--- config.mk ---
export PLATFORM = sky130hd
export DESIGN_NAME = adop_output_path
export DESIGN_NICKNAME = d
export VERILOG_FILES = /design/src/design/adop_pkg.sv /design/src/design/adop_output_path.sv
export SDC_FILE = /design/constraint.sdc
export NUM_CORES = 2
export LEC_CHECK = 0
export ABC_AREA = 1
export BUFFER_PORTS_ARGS = -buffer_cell sky130_fd_sc_hd__buf_2
export CORE_MARGIN = 8
export CORE_UTILIZATION = 55
export CTS_CLUSTER_DIAMETER = 80
export DETAILED_ROUTE_END_ITERATION = 16
export PLACE_DENSITY = 0.76
export SLEW_MARGIN = 40
export SYNTH_ARGS = -nofsm -noshare
export SYNTH_HDL_FRONTEND = slang
export SYNTH_SLANG_ARGS = --single-unit
--- constraint.sdc ---
create_clock -name sys_clk_i -period 15.15 [get_ports sys_clk_i]
set_input_delay 0 -clock sys_clk_i [delete_from_list [all_inputs] [get_ports sys_clk_i]]
set_output_delay 0 -clock sys_clk_i [all_outputs]
set_load 0.02 [all_outputs]
--- src/design/adop_pkg.sv ---
// Constants shared by the converter digital output path
package adop_pkg;

   // ----------------------------------------------------------------
   // Register offsets (serial port address space)
   // ----------------------------------------------------------------
   localparam logic [14:0] REG_OVR_CFG     = 15'h010A;
   localparam logic [14:0] REG_OVR_THR     = 15'h010B;
   localparam logic [14:0] REG_OVR_LSB     = 15'h0116;
   localparam logic [14:0] REG_SYNC_STATUS = 15'h0140;
   localparam logic [14:0] REG_GPIO_SEL    = 15'h0146;
   localparam logic [14:0] REG_GAIN        = 15'h015B;
   localparam logic [14:0] REG_OUT_CFG     = 15'h0162;
   localparam logic [14:0] REG_DDC_RATIO01 = 15'h0167;
   localparam logic [14:0] REG_DDC_RATIO23 = 15'h0168;
   localparam logic [14:0] REG_DEC_CFG     = 15'h0169;

   // ----------------------------------------------------------------
   // Reset values
   // ----------------------------------------------------------------
   localparam logic [7:0] RST_OVR_CFG  = 8'h01;
   localparam logic [7:0] RST_OVR_THR  = 8'h7F;
   localparam logic [7:0] RST_ZERO     = 8'h00;

   // ----------------------------------------------------------------
   // Field positions and codes
   // ----------------------------------------------------------------
   localparam int          EDGE_SEEN_BIT  = 6;
   localparam int          COMPLEX_BIT    = 2;
   localparam logic [1:0]  TS_ENABLE_CODE = 2'h3;
   localparam logic [1:0]  GPIO_SYNC_IN   = 2'h0;
   localparam logic [1:0]  GPIO_OVR_OUT   = 2'h1;
   localparam logic [1:0]  BANDS_SINGLE   = 2'h0;
   localparam logic [1:0]  BANDS_DUAL     = 2'h2;

   // Decimation ratio is 2 to the power of the code
   localparam logic [3:0]  CODE_MIN_SINGLE = 4'h1;
   localparam logic [3:0]  CODE_MAX_SINGLE = 4'hF;
   localparam logic [3:0]  CODE_MIN_DUAL   = 4'h2;
   localparam logic [3:0]  CODE_MAX_DUAL   = 4'hF;
   localparam logic [3:0]  CODE_MIN_QUAD   = 4'h3;
   localparam logic [3:0]  CODE_MAX_QUAD   = 4'hC;

   // ----------------------------------------------------------------
   // Latencies in sampling clock cycles; gain shift and serial frame length in bits
   // ----------------------------------------------------------------
   localparam int DATA_LAT   = 43;
   localparam int TS_LAT     = 8;
   localparam int GAIN_SHIFT = 7;
   localparam int SPI_FRAME  = 24;

endpackage : adop_pkg

--- src/design/adop_output_path.sv ---
// Digital output path: gain, overrange, time stamp, sync status, decimation
`timescale 1ns/1ps

module adop_output_path #(
   parameter int SAMPLE_W = 14,
   parameter int DATA_LAT = adop_pkg::DATA_LAT,
   parameter int TS_LAT   = adop_pkg::TS_LAT,
   parameter int NUM_DDC  = 4
) (
   // Clock and reset
   input  wire logic                sys_clk_i,
   input  wire logic                reset_i,
   // Converter core samples, one per clock
   input  wire logic [SAMPLE_W-1:0] sample_i,
   // Sync window monitor results
   input  wire logic [4:0]          sync_window_i,
   // General pin zero
   input  wire logic                general_pin_zero_i,
   output logic                     general_pin_zero_o,
   output logic                     general_pin_zero_oe_o,
   // Serial register port
   input  wire logic                spi_csn_i,
   input  wire logic                spi_sclk_i,
   input  wire logic                spi_mosi_i,
   output logic                     spi_miso_o,
   // Output lanes
   output logic [SAMPLE_W-1:0]      dout_o,
   output logic                     dout_valid_o,
   output logic [1:0]               dout_band_o,
   output logic                     complex_mode_o
);

   localparam int W = SAMPLE_W;
   localparam logic signed [W:0] MAX_POS = (W+1)'((1 << (W-1)) - 1);
   localparam logic signed [W:0] MAX_NEG = (W+1)'(-(1 << (W-1)));

   // ----------------------------------------------------------------
   // Register storage
   // ----------------------------------------------------------------
   logic [7:0] ovr_cfg, ovr_thr, ovr_lsb, gpio_sel, gain, out_cfg;
   logic [7:0] ratio01, ratio23, dec_cfg;
   logic       sync_edge_seen;
   logic [4:0] sync_windows;
   logic       sync_window_any;

   // ----------------------------------------------------------------
   // Serial register port, mode 0, 24-bit frame: r/w, address, data
   // ----------------------------------------------------------------
   logic        sclk_q, spi_rw, wr_pulse;
   logic [4:0]  bit_cnt;
   logic [22:0] shift_in;
   logic [14:0] spi_addr;
   logic [7:0]  rd_shift, rd_data, wr_data;
   logic        sclk_rise, sclk_fall;
   logic [14:0] rd_addr;

   // Address as it completes on the 16th rise; the registered copy lags by one
   assign rd_addr = {shift_in[13:0], spi_mosi_i};

   assign sclk_rise = spi_sclk_i & ~sclk_q & ~spi_csn_i;
   assign sclk_fall = ~spi_sclk_i & sclk_q & ~spi_csn_i;

   // Frame shifter; chip select high restarts the frame
   always_ff @(posedge sys_clk_i)
   begin
      if (reset_i)
      begin
         sclk_q   <= 1'b0;
         bit_cnt  <= 5'h00;
         shift_in <= 23'h000000;
         spi_rw   <= 1'b0;
         spi_addr <= 15'h0000;
         wr_pulse <= 1'b0;
         wr_data  <= 8'h00;
         rd_shift <= 8'h00;
         spi_miso_o <= 1'b0;
      end
      else
      begin
         sclk_q   <= spi_sclk_i;
         wr_pulse <= 1'b0;
         if (spi_csn_i)
            bit_cnt <= 5'h00;
         else if (sclk_rise)
         begin
            shift_in <= {shift_in[21:0], spi_mosi_i};
            bit_cnt  <= bit_cnt + 5'h01;
            if (bit_cnt == 5'd15)
            begin
               spi_rw   <= shift_in[14];
               spi_addr <= {shift_in[13:0], spi_mosi_i};
               rd_shift <= rd_data;
            end
            if (bit_cnt == 5'(adop_pkg::SPI_FRAME - 1))
            begin
               wr_pulse <= ~spi_rw;
               wr_data  <= {shift_in[6:0], spi_mosi_i};
            end
         end
         else if (sclk_fall && bit_cnt >= 5'd16)
         begin
            // Shift on falling edge so data is settled for the next rise
            spi_miso_o <= rd_shift[7];
            rd_shift   <= {rd_shift[6:0], 1'b0};
         end
      end
   end

   // Configuration registers written at frame end
   always_ff @(posedge sys_clk_i)
   begin
      if (reset_i)
      begin
         ovr_cfg  <= adop_pkg::RST_OVR_CFG;
         ovr_thr  <= adop_pkg::RST_OVR_THR;
         ovr_lsb  <= adop_pkg::RST_ZERO;
         gpio_sel <= adop_pkg::RST_ZERO;
         gain     <= adop_pkg::RST_ZERO;
         out_cfg  <= adop_pkg::RST_ZERO;
         ratio01  <= adop_pkg::RST_ZERO;
         ratio23  <= adop_pkg::RST_ZERO;
         dec_cfg  <= adop_pkg::RST_ZERO;
      end
      else if (wr_pulse)
      begin
         unique case (spi_addr)
            adop_pkg::REG_OVR_CFG:     ovr_cfg  <= wr_data;
            adop_pkg::REG_OVR_THR:     ovr_thr  <= wr_data;
            adop_pkg::REG_OVR_LSB:     ovr_lsb  <= wr_data;
            adop_pkg::REG_GPIO_SEL:    gpio_sel <= wr_data;
            adop_pkg::REG_GAIN:        gain     <= wr_data;
            adop_pkg::REG_OUT_CFG:     out_cfg  <= wr_data;
            adop_pkg::REG_DDC_RATIO01: ratio01  <= wr_data;
            adop_pkg::REG_DDC_RATIO23: ratio23  <= wr_data;
            adop_pkg::REG_DEC_CFG:     dec_cfg  <= wr_data;
            default: ;
         endcase
      end
   end

   // Read mux; unmapped addresses read as zero
   always_comb
   begin
      unique case (rd_addr)
         adop_pkg::REG_OVR_CFG:     rd_data = ovr_cfg;
         adop_pkg::REG_OVR_THR:     rd_data = ovr_thr;
         adop_pkg::REG_OVR_LSB:     rd_data = ovr_lsb;
         adop_pkg::REG_SYNC_STATUS: rd_data = {1'b0, sync_edge_seen, sync_window_any,
                                              sync_windows};
         adop_pkg::REG_GPIO_SEL:    rd_data = gpio_sel;
         adop_pkg::REG_GAIN:        rd_data = gain;
         adop_pkg::REG_OUT_CFG:     rd_data = out_cfg;
         adop_pkg::REG_DDC_RATIO01: rd_data = ratio01;
         adop_pkg::REG_DDC_RATIO23: rd_data = ratio23;
         adop_pkg::REG_DEC_CFG:     rd_data = dec_cfg;
         default:                   rd_data = 8'h00;
      endcase
   end

   // ----------------------------------------------------------------
   // Sync edge capture and window status
   // ----------------------------------------------------------------
   logic sync_in, sync_q, sync_rise, bypass, ts_active, status_clr;

   assign sync_in    = (gpio_sel[1:0] == adop_pkg::GPIO_SYNC_IN) & general_pin_zero_i;
   assign sync_rise  = sync_in & ~sync_q;
   assign bypass     = (dec_cfg[3:0] == 4'h0);
   assign ts_active  = bypass & (out_cfg[7:6] == adop_pkg::TS_ENABLE_CODE);
   assign status_clr = wr_pulse & (spi_addr == adop_pkg::REG_SYNC_STATUS)
                       & wr_data[adop_pkg::EDGE_SEEN_BIT];
   assign sync_window_any = |sync_windows;

   // Set beats clear so an edge in the clearing cycle is not lost
   always_ff @(posedge sys_clk_i)
   begin
      if (reset_i)
      begin
         sync_q         <= 1'b0;
         sync_edge_seen <= 1'b0;
         sync_windows   <= 5'h00;
      end
      else
      begin
         sync_q <= sync_in;
         if (sync_rise)
         begin
            sync_edge_seen <= 1'b1;
            sync_windows   <= sync_window_i;
         end
         else if (status_clr)
            sync_edge_seen <= 1'b0;
      end
   end

   // ----------------------------------------------------------------
   // Digital gain and overrange detection
   // ----------------------------------------------------------------
   logic signed [W+7:0] gain_prod;
   logic signed [W+1:0] gain_sum;
   logic signed [W-1:0] gain_sat;
   logic [W-1:0]        gain_mag, thr_level;
   logic                gain_clip, ovr_now;
   logic [W:0]          gw_q;

   // Factor is 1 + g/128; the product term is truncated toward minus infinity
   assign gain_prod = $signed(sample_i) * $signed(gain);
   assign gain_sum  = {{2{sample_i[W-1]}}, sample_i}
                      + {gain_prod[W+7], gain_prod[W+7:adop_pkg::GAIN_SHIFT]};
   assign gain_clip = (gain_sum > MAX_POS) | (gain_sum < MAX_NEG);
   assign gain_sat  = (gain_sum > MAX_POS) ? W'(MAX_POS)
                    : (gain_sum < MAX_NEG) ? W'(MAX_NEG) : W'(gain_sum);
   assign gain_mag  = gain_sat[W-1] ? W'(-gain_sat) : W'(gain_sat);
   assign thr_level = W'({ovr_thr[6:0], 6'h3F});
   assign ovr_now   = ovr_cfg[0] & (gain_clip | (gain_mag >= thr_level));

   // Overrange rides with its sample so the latencies match
   always_ff @(posedge sys_clk_i)
   begin
      if (reset_i)
         gw_q <= '0;
      else
         gw_q <= {ovr_now, gain_sat};
   end

   // ----------------------------------------------------------------
   // Bypass delay line and time stamp marker line
   // ----------------------------------------------------------------
   logic [W:0]        dline [DATA_LAT-2];
   logic [TS_LAT-2:0] mark_line;
   logic [W:0]        byp_word;

   always_ff @(posedge sys_clk_i)
   begin
      if (reset_i)
      begin
         for (int i = 0; i < DATA_LAT-2; i++)
            dline[i] <= '0;
         mark_line <= '0;
      end
      else
      begin
         dline[0] <= gw_q;
         for (int i = 1; i < DATA_LAT-2; i++)
            dline[i] <= dline[i-1];
         // Marker takes its own short path, so it leads the sample
         mark_line <= {mark_line[TS_LAT-3:0], sync_rise & ts_active};
      end
   end

   assign byp_word = dline[DATA_LAT-3];

   // ----------------------------------------------------------------
   // Downconverter ratio selection and slot timing
   // ----------------------------------------------------------------
   logic [1:0]  band_mode;
   logic [2:0]  num_bands;
   logic [3:0]  code_min, code_max;
   logic [3:0]  band_code [NUM_DDC];
   logic        band_wrap [NUM_DDC];
   logic [W:0]  band_hold [NUM_DDC];
   logic [1:0]  min_idx;
   logic        seq_busy;
   logic [1:0]  seq_idx;

   assign band_mode = dec_cfg[5:4];

   // Band count picks the legal ratio span
   always_comb
   begin
      unique case (band_mode)
         adop_pkg::BANDS_SINGLE:
         begin
            num_bands = 3'd1;
            code_min  = adop_pkg::CODE_MIN_SINGLE;
            code_max  = adop_pkg::CODE_MAX_SINGLE;
         end
         adop_pkg::BANDS_DUAL:
         begin
            num_bands = 3'd2;
            code_min  = adop_pkg::CODE_MIN_DUAL;
            code_max  = adop_pkg::CODE_MAX_DUAL;
         end
         default:
         begin
            num_bands = 3'(NUM_DDC);
            code_min  = adop_pkg::CODE_MIN_QUAD;
            code_max  = adop_pkg::CODE_MAX_QUAD;
         end
      endcase
   end

   // One counter per downconverter; sample held at each decimated instant
   for (genvar b = 0; b < NUM_DDC; b++)
   begin : g_band
      logic [3:0]  own;
      logic [3:0]  raw;
      logic [14:0] cnt;
      logic [14:0] last;
      assign own  = (b < 2) ? ratio01[4*(b%2) +: 4] : ratio23[4*(b%2) +: 4];
      assign raw  = (own != 4'h0) ? own : dec_cfg[3:0];
      assign band_code[b] = (raw < code_min) ? code_min
                          : (raw > code_max) ? code_max : raw;
      assign last = 15'((16'h0001 << band_code[b]) - 16'h0001);
      assign band_wrap[b] = (cnt == last);

      always_ff @(posedge sys_clk_i)
      begin
         if (reset_i || bypass)
         begin
            cnt          <= 15'h0000;
            band_hold[b] <= '0;
         end
         else
         begin
            cnt <= band_wrap[b] ? 15'h0000 : cnt + 15'h0001;
            if (band_wrap[b])
               band_hold[b] <= gw_q;
         end
      end
   end

   // Fastest active band sets the slot rate
   always_comb
   begin
      min_idx = 2'd0;
      for (int b = 1; b < NUM_DDC; b++)
         if (3'(b) < num_bands && band_code[b] < band_code[min_idx])
            min_idx = 2'(b);
   end

   // Slot sequencer emits every active band once per fastest-band sample
   always_ff @(posedge sys_clk_i)
   begin
      if (reset_i || bypass)
      begin
         seq_busy <= 1'b0;
         seq_idx  <= 2'd0;
      end
      else if (band_wrap[min_idx])
      begin
         seq_busy <= 1'b1;
         seq_idx  <= 2'd0;
      end
      else if (seq_busy)
      begin
         seq_busy <= (3'(seq_idx) + 3'd1 < num_bands);
         seq_idx  <= seq_idx + 2'd1;
      end
   end

   // ----------------------------------------------------------------
   // Output registers
   // ----------------------------------------------------------------
   logic [W:0] slot_word;
   assign slot_word = band_hold[seq_idx];

   // Repeated slots for slower bands reuse their held sample
   always_ff @(posedge sys_clk_i)
   begin
      if (reset_i)
      begin
         dout_o         <= '0;
         dout_valid_o   <= 1'b0;
         dout_band_o    <= 2'd0;
         complex_mode_o <= 1'b0;
      end
      else
      begin
         // Real output only in single band; complex elsewhere or on request
         complex_mode_o <= out_cfg[adop_pkg::COMPLEX_BIT] | (num_bands > 3'd1);
         if (bypass)
         begin
            dout_valid_o <= 1'b1;
            dout_band_o  <= 2'd0;
            dout_o       <= byp_word[W-1:0];
            if (ts_active)
               dout_o[0] <= mark_line[TS_LAT-2];
            else if (ovr_lsb[0])
               dout_o[0] <= byp_word[W];
         end
         else
         begin
            dout_valid_o <= seq_busy;
            dout_band_o  <= seq_idx;
            dout_o       <= {slot_word[W-1:1], ovr_lsb[0] ? slot_word[W] : slot_word[0]};
         end
      end
   end

   // Pin carries overrange on select code 1, listens for sync on code 0, and does neither otherwise
   always_ff @(posedge sys_clk_i)
   begin
      if (reset_i)
      begin
         general_pin_zero_o    <= 1'b0;
         general_pin_zero_oe_o <= 1'b0;
      end
      else
      begin
         general_pin_zero_oe_o <= (gpio_sel[1:0] == adop_pkg::GPIO_OVR_OUT);
         general_pin_zero_o    <= byp_word[W];
      end
   end

   // ----------------------------------------------------------------
   // Assertions
   // ----------------------------------------------------------------
   localparam int C_TS = TS_LAT;

   property p_ts_lat;
      @(posedge sys_clk_i) disable iff (reset_i)
      (sync_rise && ts_active) ##1 (ts_active [*7]) |=> dout_o[0];
   endproperty
   a_ts_lat: assert property (p_ts_lat) else $error("marker late or missing");

   property p_edge_set;
      @(posedge sys_clk_i) disable iff (reset_i)
      sync_rise |=> sync_edge_seen && (sync_windows == $past(sync_window_i));
   endproperty
   a_edge_set: assert property (p_edge_set) else $error("sync edge not recorded");

   property p_edge_sticky;
      @(posedge sys_clk_i) disable iff (reset_i)
      (sync_edge_seen && !status_clr) |=> sync_edge_seen;
   endproperty
   a_edge_sticky: assert property (p_edge_sticky) else $error("edge flag dropped");

   property p_ovr_clip;
      @(posedge sys_clk_i) disable iff (reset_i)
      (gain_clip && ovr_cfg[0]) |=> gw_q[W];
   endproperty
   a_ovr_clip: assert property (p_ovr_clip) else $error("overrange missed");

   property p_ovr_path;
      @(posedge sys_clk_i) disable iff (reset_i)
      bypass && !$past(reset_i, DATA_LAT-2) |-> byp_word == $past(gw_q, DATA_LAT-2);
   endproperty
   a_ovr_path: assert property (p_ovr_path) else $error("data delay wrong");

   property p_quad_span;
      @(posedge sys_clk_i) disable iff (reset_i)
      (num_bands == 3'd4) |-> band_code[0] >= 4'h3 && band_code[0] <= 4'hC;
   endproperty
   a_quad_span: assert property (p_quad_span) else $error("quad ratio out of span");

   property p_real_single;
      @(posedge sys_clk_i) disable iff (reset_i)
      (num_bands != 3'd1) |=> complex_mode_o;
   endproperty
   a_real_single: assert property (p_real_single) else $error("real output multi band");

   property p_pin_ovr;
      @(posedge sys_clk_i) disable iff (reset_i)
      (gpio_sel[1:0] == adop_pkg::GPIO_OVR_OUT) |=> general_pin_zero_oe_o
         && general_pin_zero_o == $past(byp_word[W]);
   endproperty
   a_pin_ovr: assert property (p_pin_ovr) else $error("pin not driving overrange");

   property p_no_ts_ddc;
      @(posedge sys_clk_i) disable iff (reset_i)
      !bypass |-> !ts_active;
   endproperty
   a_no_ts_ddc: assert property (p_no_ts_ddc) else $error("stamp active in ddc");

   c_marker:  cover property (@(posedge sys_clk_i) ts_active && mark_line[TS_LAT-2]);
   c_ddc_out: cover property (@(posedge sys_clk_i) !bypass && dout_valid_o && dout_band_o == 2'd3);
   c_edge:    cover property (@(posedge sys_clk_i) sync_rise && status_clr);

endmodule : adop_output_path

==> run summary <==
overall die width = 276 um
buffer type at the clock tree root = sky130_fd_sc_hd__clkbuf_16
starting density of the core = 55.4%
peak clock frequency supported by timing = 0.109 GHz
peak fanout along the critical path = 16
via count = 26,300
sum of negative setup slack = 0 ns
gate count after technology mapping = 4,521
average size of a mapped cell = 8.22 sq um
min-delay worst type = primary input to flip-flop
outcome = complete, no violations
number of library cell types mapped by synthesis = 64
Crit Reg-Reg Startpoint = gain[7]$_SDFFE_PP0P_
H-tree Lvls = 3
count of input and output buffers = 45
number of failing setup endpoints in the final timing report = 0
Post-synth ARST share = 0%
kind of launch point of the worst setup path = flip-flop
post-CTS clock slew at the launch and capture registers of the worst setup and hold paths = 0.06 ns
critical path endpoint category = flip-flop
library cell contributing the largest single delay on the critical path = sky130_fd_sc_hd__fa_1
Storage cell area = 18,900 sq um
TritonCTS Buffers = 89
most frequently used flop master after synthesis = sky130_fd_sc_hd__dfxtp_1
total I/O pin count = 46
Worst R2R Setup Slack = 5.98 ns
fraction of final layout cells with drive strength greater than 1 = 7.21%
cell mode on critical path = sky130_fd_sc_hd__nand2_1
pwr/cell area = 116 nW/um^2
nets in the synthesized netlist = 4,734
path depth of the worst reg2reg path = 45
area of the die = 76,200 sq um
EDFF count, synth = 60
setup repair after global routing missed its margin = false
TritonCTS clock tree = built
final antenna-violating net count = 0
via/cell ratio = 4.80
Antenna diodes = 0
number of detailed-route iterations in the first pass = 6
wire length of the first global-routing pass = 118,000 um
clock network latency to the later pin of the worst-skew pair = 0.63 ns
GRT Overall Usage = 18.5%
post-CTS resize count = 0
end of the critical path = gw_q[14]$_SDFF_PP0_
crit-path max cell delay = 0.57 ns
number of antenna violations at the first check in global routing = 1
Layout area overhead = 11.0%
CTS Hold Buffers Added = 10
required time reported for the critical path endpoint = 15.66 ns
Post CTS Setup Buffer Count = 0
placed cell count = 5,303
flop and latch count out of synthesis = 916
number of DRC markers in iteration 0 = 1,828
number of non-filler instances in the completed layout = 5,476
shortest clock period the worst path allows after layout = 9.17 ns
Synth Cell Area = 37,200 sq um
critical path class = flip-flop to flip-flop
period utilization = 60.5%
Crit. Startpoint = gain[7]$_SDFFE_PP0P_
pin count of the biggest net entering global routing = 136
average routed wire per standard cell = 12.6 um
worst flop-to-flop path endpoint = gw_q[14]$_SDFF_PP0_
total core area = 67,000 sq um
final worst clock skew = 0.0240 ns
Remaining Overflow, GRT = 0
via count of the first global-routing pass = 25,400
CTS Sinks = 916
final weighted congestion of routability-driven global placement = 0.900
multi-input logic area = 13,500 sq um
max-slew violation total from the final report = 0
fillcell total = 5,669
hpwl dp = 46,700 um
worst relative slew slack = 45.5%
routed wire length = 69,100 um
fraction of the yosys area taken by sequential cells = 50.9%
DRC violation count after routing = 0
final hold viol count = 0
Clock Tree Buf Depth = 3
signal arrival time at the worst endpoint = 9.67 ns
overall die height = 276 um
Pleak = 17.7 nW
maximum resistive drop on vdd = 0.0000925 V
num rows = 95
yosys warns = 0
number of violations of the max-capacitance limit = 0
number of nets in the final layout = 4,744
Least-Margin Pin Slew = 0.817 ns
[cell type report]
| class | instances | share of cell area [%] |
|---|---|---|
| clock inverter | 45 | 1.20 |
| tap | 873 | 2.65 |
| clock buffer | 118 | 6.16 |
| sequential | 916 | 45.9 |
| timing repair buffer | 74 | 1.32 |
| inverter | 1100 | 10.0 |
| multi-input combinational | 2350 | 32.7 |
[power by group]
| part | leakage [nW] | switching (W) | internal, W | total, W |
|---|---|---|---|---|
| Sequential | 7.65 | 0.00000587 | 0.00244 | 0.00245 |
| Clock | 1.50 | 0.000919 | 0.00131 | 0.00223 |
| Combinational | 8.56 | 0.0000786 | 0.0000239 | 0.000102 |
| Total | 17.7 | 0.00100 | 0.00378 | 0.00478 |
[critical path: cells and delay by family, from the launching register on]
kind / cells / cell delay, ns
buffers and inverters: 4 / 0.56
xor gates and xnor gates: 3 / 0.47
DFF: 1 / 0.34
and+or+nand+nor: 13 / 1.26
AOI/OAI and AO/OA: 17 / 3.20
adders and majority gates: 8 / 3.20
[layout by cell type (no fill, tap or decap), types with 12 or more instances in the layout]
cell type / count
sky130_fd_sc_hd__buf_2: 44
sky130_fd_sc_hd__nand2_1: 384
sky130_fd_sc_hd__inv_2: 18
sky130_fd_sc_hd__o21ai_0: 156
sky130_fd_sc_hd__ha_1: 98
sky130_fd_sc_hd__nor3b_1: 19
sky130_fd_sc_hd__o21ai_1: 12
sky130_fd_sc_hd__fa_1: 90
sky130_fd_sc_hd__nand2_2: 20
sky130_fd_sc_hd__buf_4: 12
sky130_fd_sc_hd__o221ai_1: 15
sky130_fd_sc_hd__clkinv_2: 21
sky130_fd_sc_hd__nand4_1: 25
sky130_fd_sc_hd__inv_1: 1077
sky130_fd_sc_hd__clkbuf_16: 91
sky130_fd_sc_hd__xnor2_1: 28
sky130_fd_sc_hd__nand3_1: 86
sky130_fd_sc_hd__edfxtp_1: 60
sky130_fd_sc_hd__a211oi_1: 37
sky130_fd_sc_hd__o211ai_1: 16
sky130_fd_sc_hd__nor3_1: 34
sky130_fd_sc_hd__a21oi_1: 144
sky130_fd_sc_hd__nor4_1: 18
sky130_fd_sc_hd__clkbuf_8: 16
sky130_fd_sc_hd__nor2_1: 931
sky130_fd_sc_hd__nor2_2: 23
sky130_fd_sc_hd__dfxtp_1: 855
sky130_fd_sc_hd__mux2i_1: 14
sky130_fd_sc_hd__xor2_1: 73
[layer usage]
| layer | vias up | global-route usage [%] | routed length, um |
|---|---|---|---|
| met5 | - | 0 | 0 |
| met4 | 0 | 5.99 | 1830 |
| met3 | 139 | 3.37 | 3900 |
| met2 | 541 | 31.5 | 32300 |
| met1 | 12100 | 23.7 | 31000 |
| li1 | 13600 | - | - |
[worst min path at each step]
stage                             from                  end  slack, ns  cells past startpoint
CTS                        sample_i[0]   gw_q[0]$_SDFF_PP0_       0.08                      6
global route               sample_i[0]   gw_q[0]$_SDFF_PP0_       0.16                      6
finish                    sample_i[13]  gw_q[13]$_SDFF_PP0_       0.14                      4
floorplan           general_pin_zero_i    sync_q$_SDFF_PP0_       0.14                      2
global placement    general_pin_zero_i    sync_q$_SDFF_PP0_       0.27                      3
detailed placement  general_pin_zero_i    sync_q$_SDFF_PP0_       0.27                      3
[Yosys cell counts (4+ instances only)]
library cell	number	area [sq um]
sky130_fd_sc_hd__nand2_2	20	125
sky130_fd_sc_hd__a21oi_1	144	721
sky130_fd_sc_hd__o21ai_4	4	65.1
sky130_fd_sc_hd__nand2_4	4	45.0
sky130_fd_sc_hd__clkbuf_1	136	510
sky130_fd_sc_hd__xor2_1	73	639
sky130_fd_sc_hd__o21ai_0	156	781
sky130_fd_sc_hd__buf_1	4	15.0
sky130_fd_sc_hd__xnor2_1	28	245
sky130_fd_sc_hd__o21bai_1	4	30.0
sky130_fd_sc_hd__ha_1	98	1230
sky130_fd_sc_hd__nand3_1	86	430
sky130_fd_sc_hd__inv_1	1077	4040
sky130_fd_sc_hd__a311oi_1	8	70.1
sky130_fd_sc_hd__or2_1	4	25.0
sky130_fd_sc_hd__o21ai_1	13	65.1
sky130_fd_sc_hd__nand4_1	25	156
sky130_fd_sc_hd__nor2_1	932	3500
sky130_fd_sc_hd__o2111ai_1	10	87.6
sky130_fd_sc_hd__a31oi_1	6	37.5
sky130_fd_sc_hd__a221oi_1	8	70.1
sky130_fd_sc_hd__o211ai_1	16	120
sky130_fd_sc_hd__o21ai_2	6	52.6
sky130_fd_sc_hd__edfxtp_1	60	1800
sky130_fd_sc_hd__nand3_2	5	50.1
sky130_fd_sc_hd__fa_1	90	1800
sky130_fd_sc_hd__nor2_2	22	138
sky130_fd_sc_hd__or2_2	6	37.5
sky130_fd_sc_hd__a21o_1	5	37.5
sky130_fd_sc_hd__o221ai_1	15	131
sky130_fd_sc_hd__nor3_1	35	175
sky130_fd_sc_hd__nor3_2	4	40.0
sky130_fd_sc_hd__buf_6	5	56.3
sky130_fd_sc_hd__a211oi_1	37	278
sky130_fd_sc_hd__mux2i_1	14	140
sky130_fd_sc_hd__o22ai_1	10	62.6
sky130_fd_sc_hd__nor2_4	5	56.3
sky130_fd_sc_hd__nand2_1	384	1440
sky130_fd_sc_hd__o21a_1	9	67.6
sky130_fd_sc_hd__dfxtp_1	856	17100
sky130_fd_sc_hd__nor4_1	24	150
sky130_fd_sc_hd__buf_2	6	30.0
sky130_fd_sc_hd__inv_2	17	63.8
sky130_fd_sc_hd__nor3b_1	19	143
[cell families (layout without fill, tap and decap cells)]
| kind of cell | Yosys count | after routing | synth area share, % |
|---|---|---|---|
| AND/OR/NAND/NOR | 1583 | 1583 | 17.7 |
| buffers and inverters | 1255 | 1337 | 12.9 |
| flip-flops | 916 | 916 | 50.9 |
| AO/OA/AOI/OAI | 462 | 462 | 7.46 |
| adder cells (fa/ha/maj) | 188 | 188 | 8.15 |
| XOR/XNOR | 103 | 103 | 2.47 |
| multiplexers | 14 | 14 | 0.377 |
[sequential cells by signal, summed over array words and instances (netlist names), 14 cells and up, named ones only]
name,count
dline,615
band_hold,60
g_band.cnt,60
gw_q,15
shift_in,15
spi_addr,15
dout_o,14
[per-stage QoR]
| stage | power (W) | setup slack, ns | hold WS, ns | util [%] | area [sq um] |
|---|---|---|---|---|---|
| detailed placement | 0.00260 | 5.99 | 0.274 | 56.8 | 38100 |
| CTS | 0.00483 | 5.93 | 0.0789 | 61.5 | 41200 |
| floorplan | 0.00257 | 7.02 | 0.136 | - | 37200 |
| finish | 0.00478 | 5.98 | 0.140 | 61.5 | 41300 |
| global route | 0.00495 | 5.12 | 0.157 | 61.5 | 41300 |
| global placement | 0.00260 | 5.99 | 0.269 | 56.7 | 38000 |
Power figures use the tool's default switching activity.
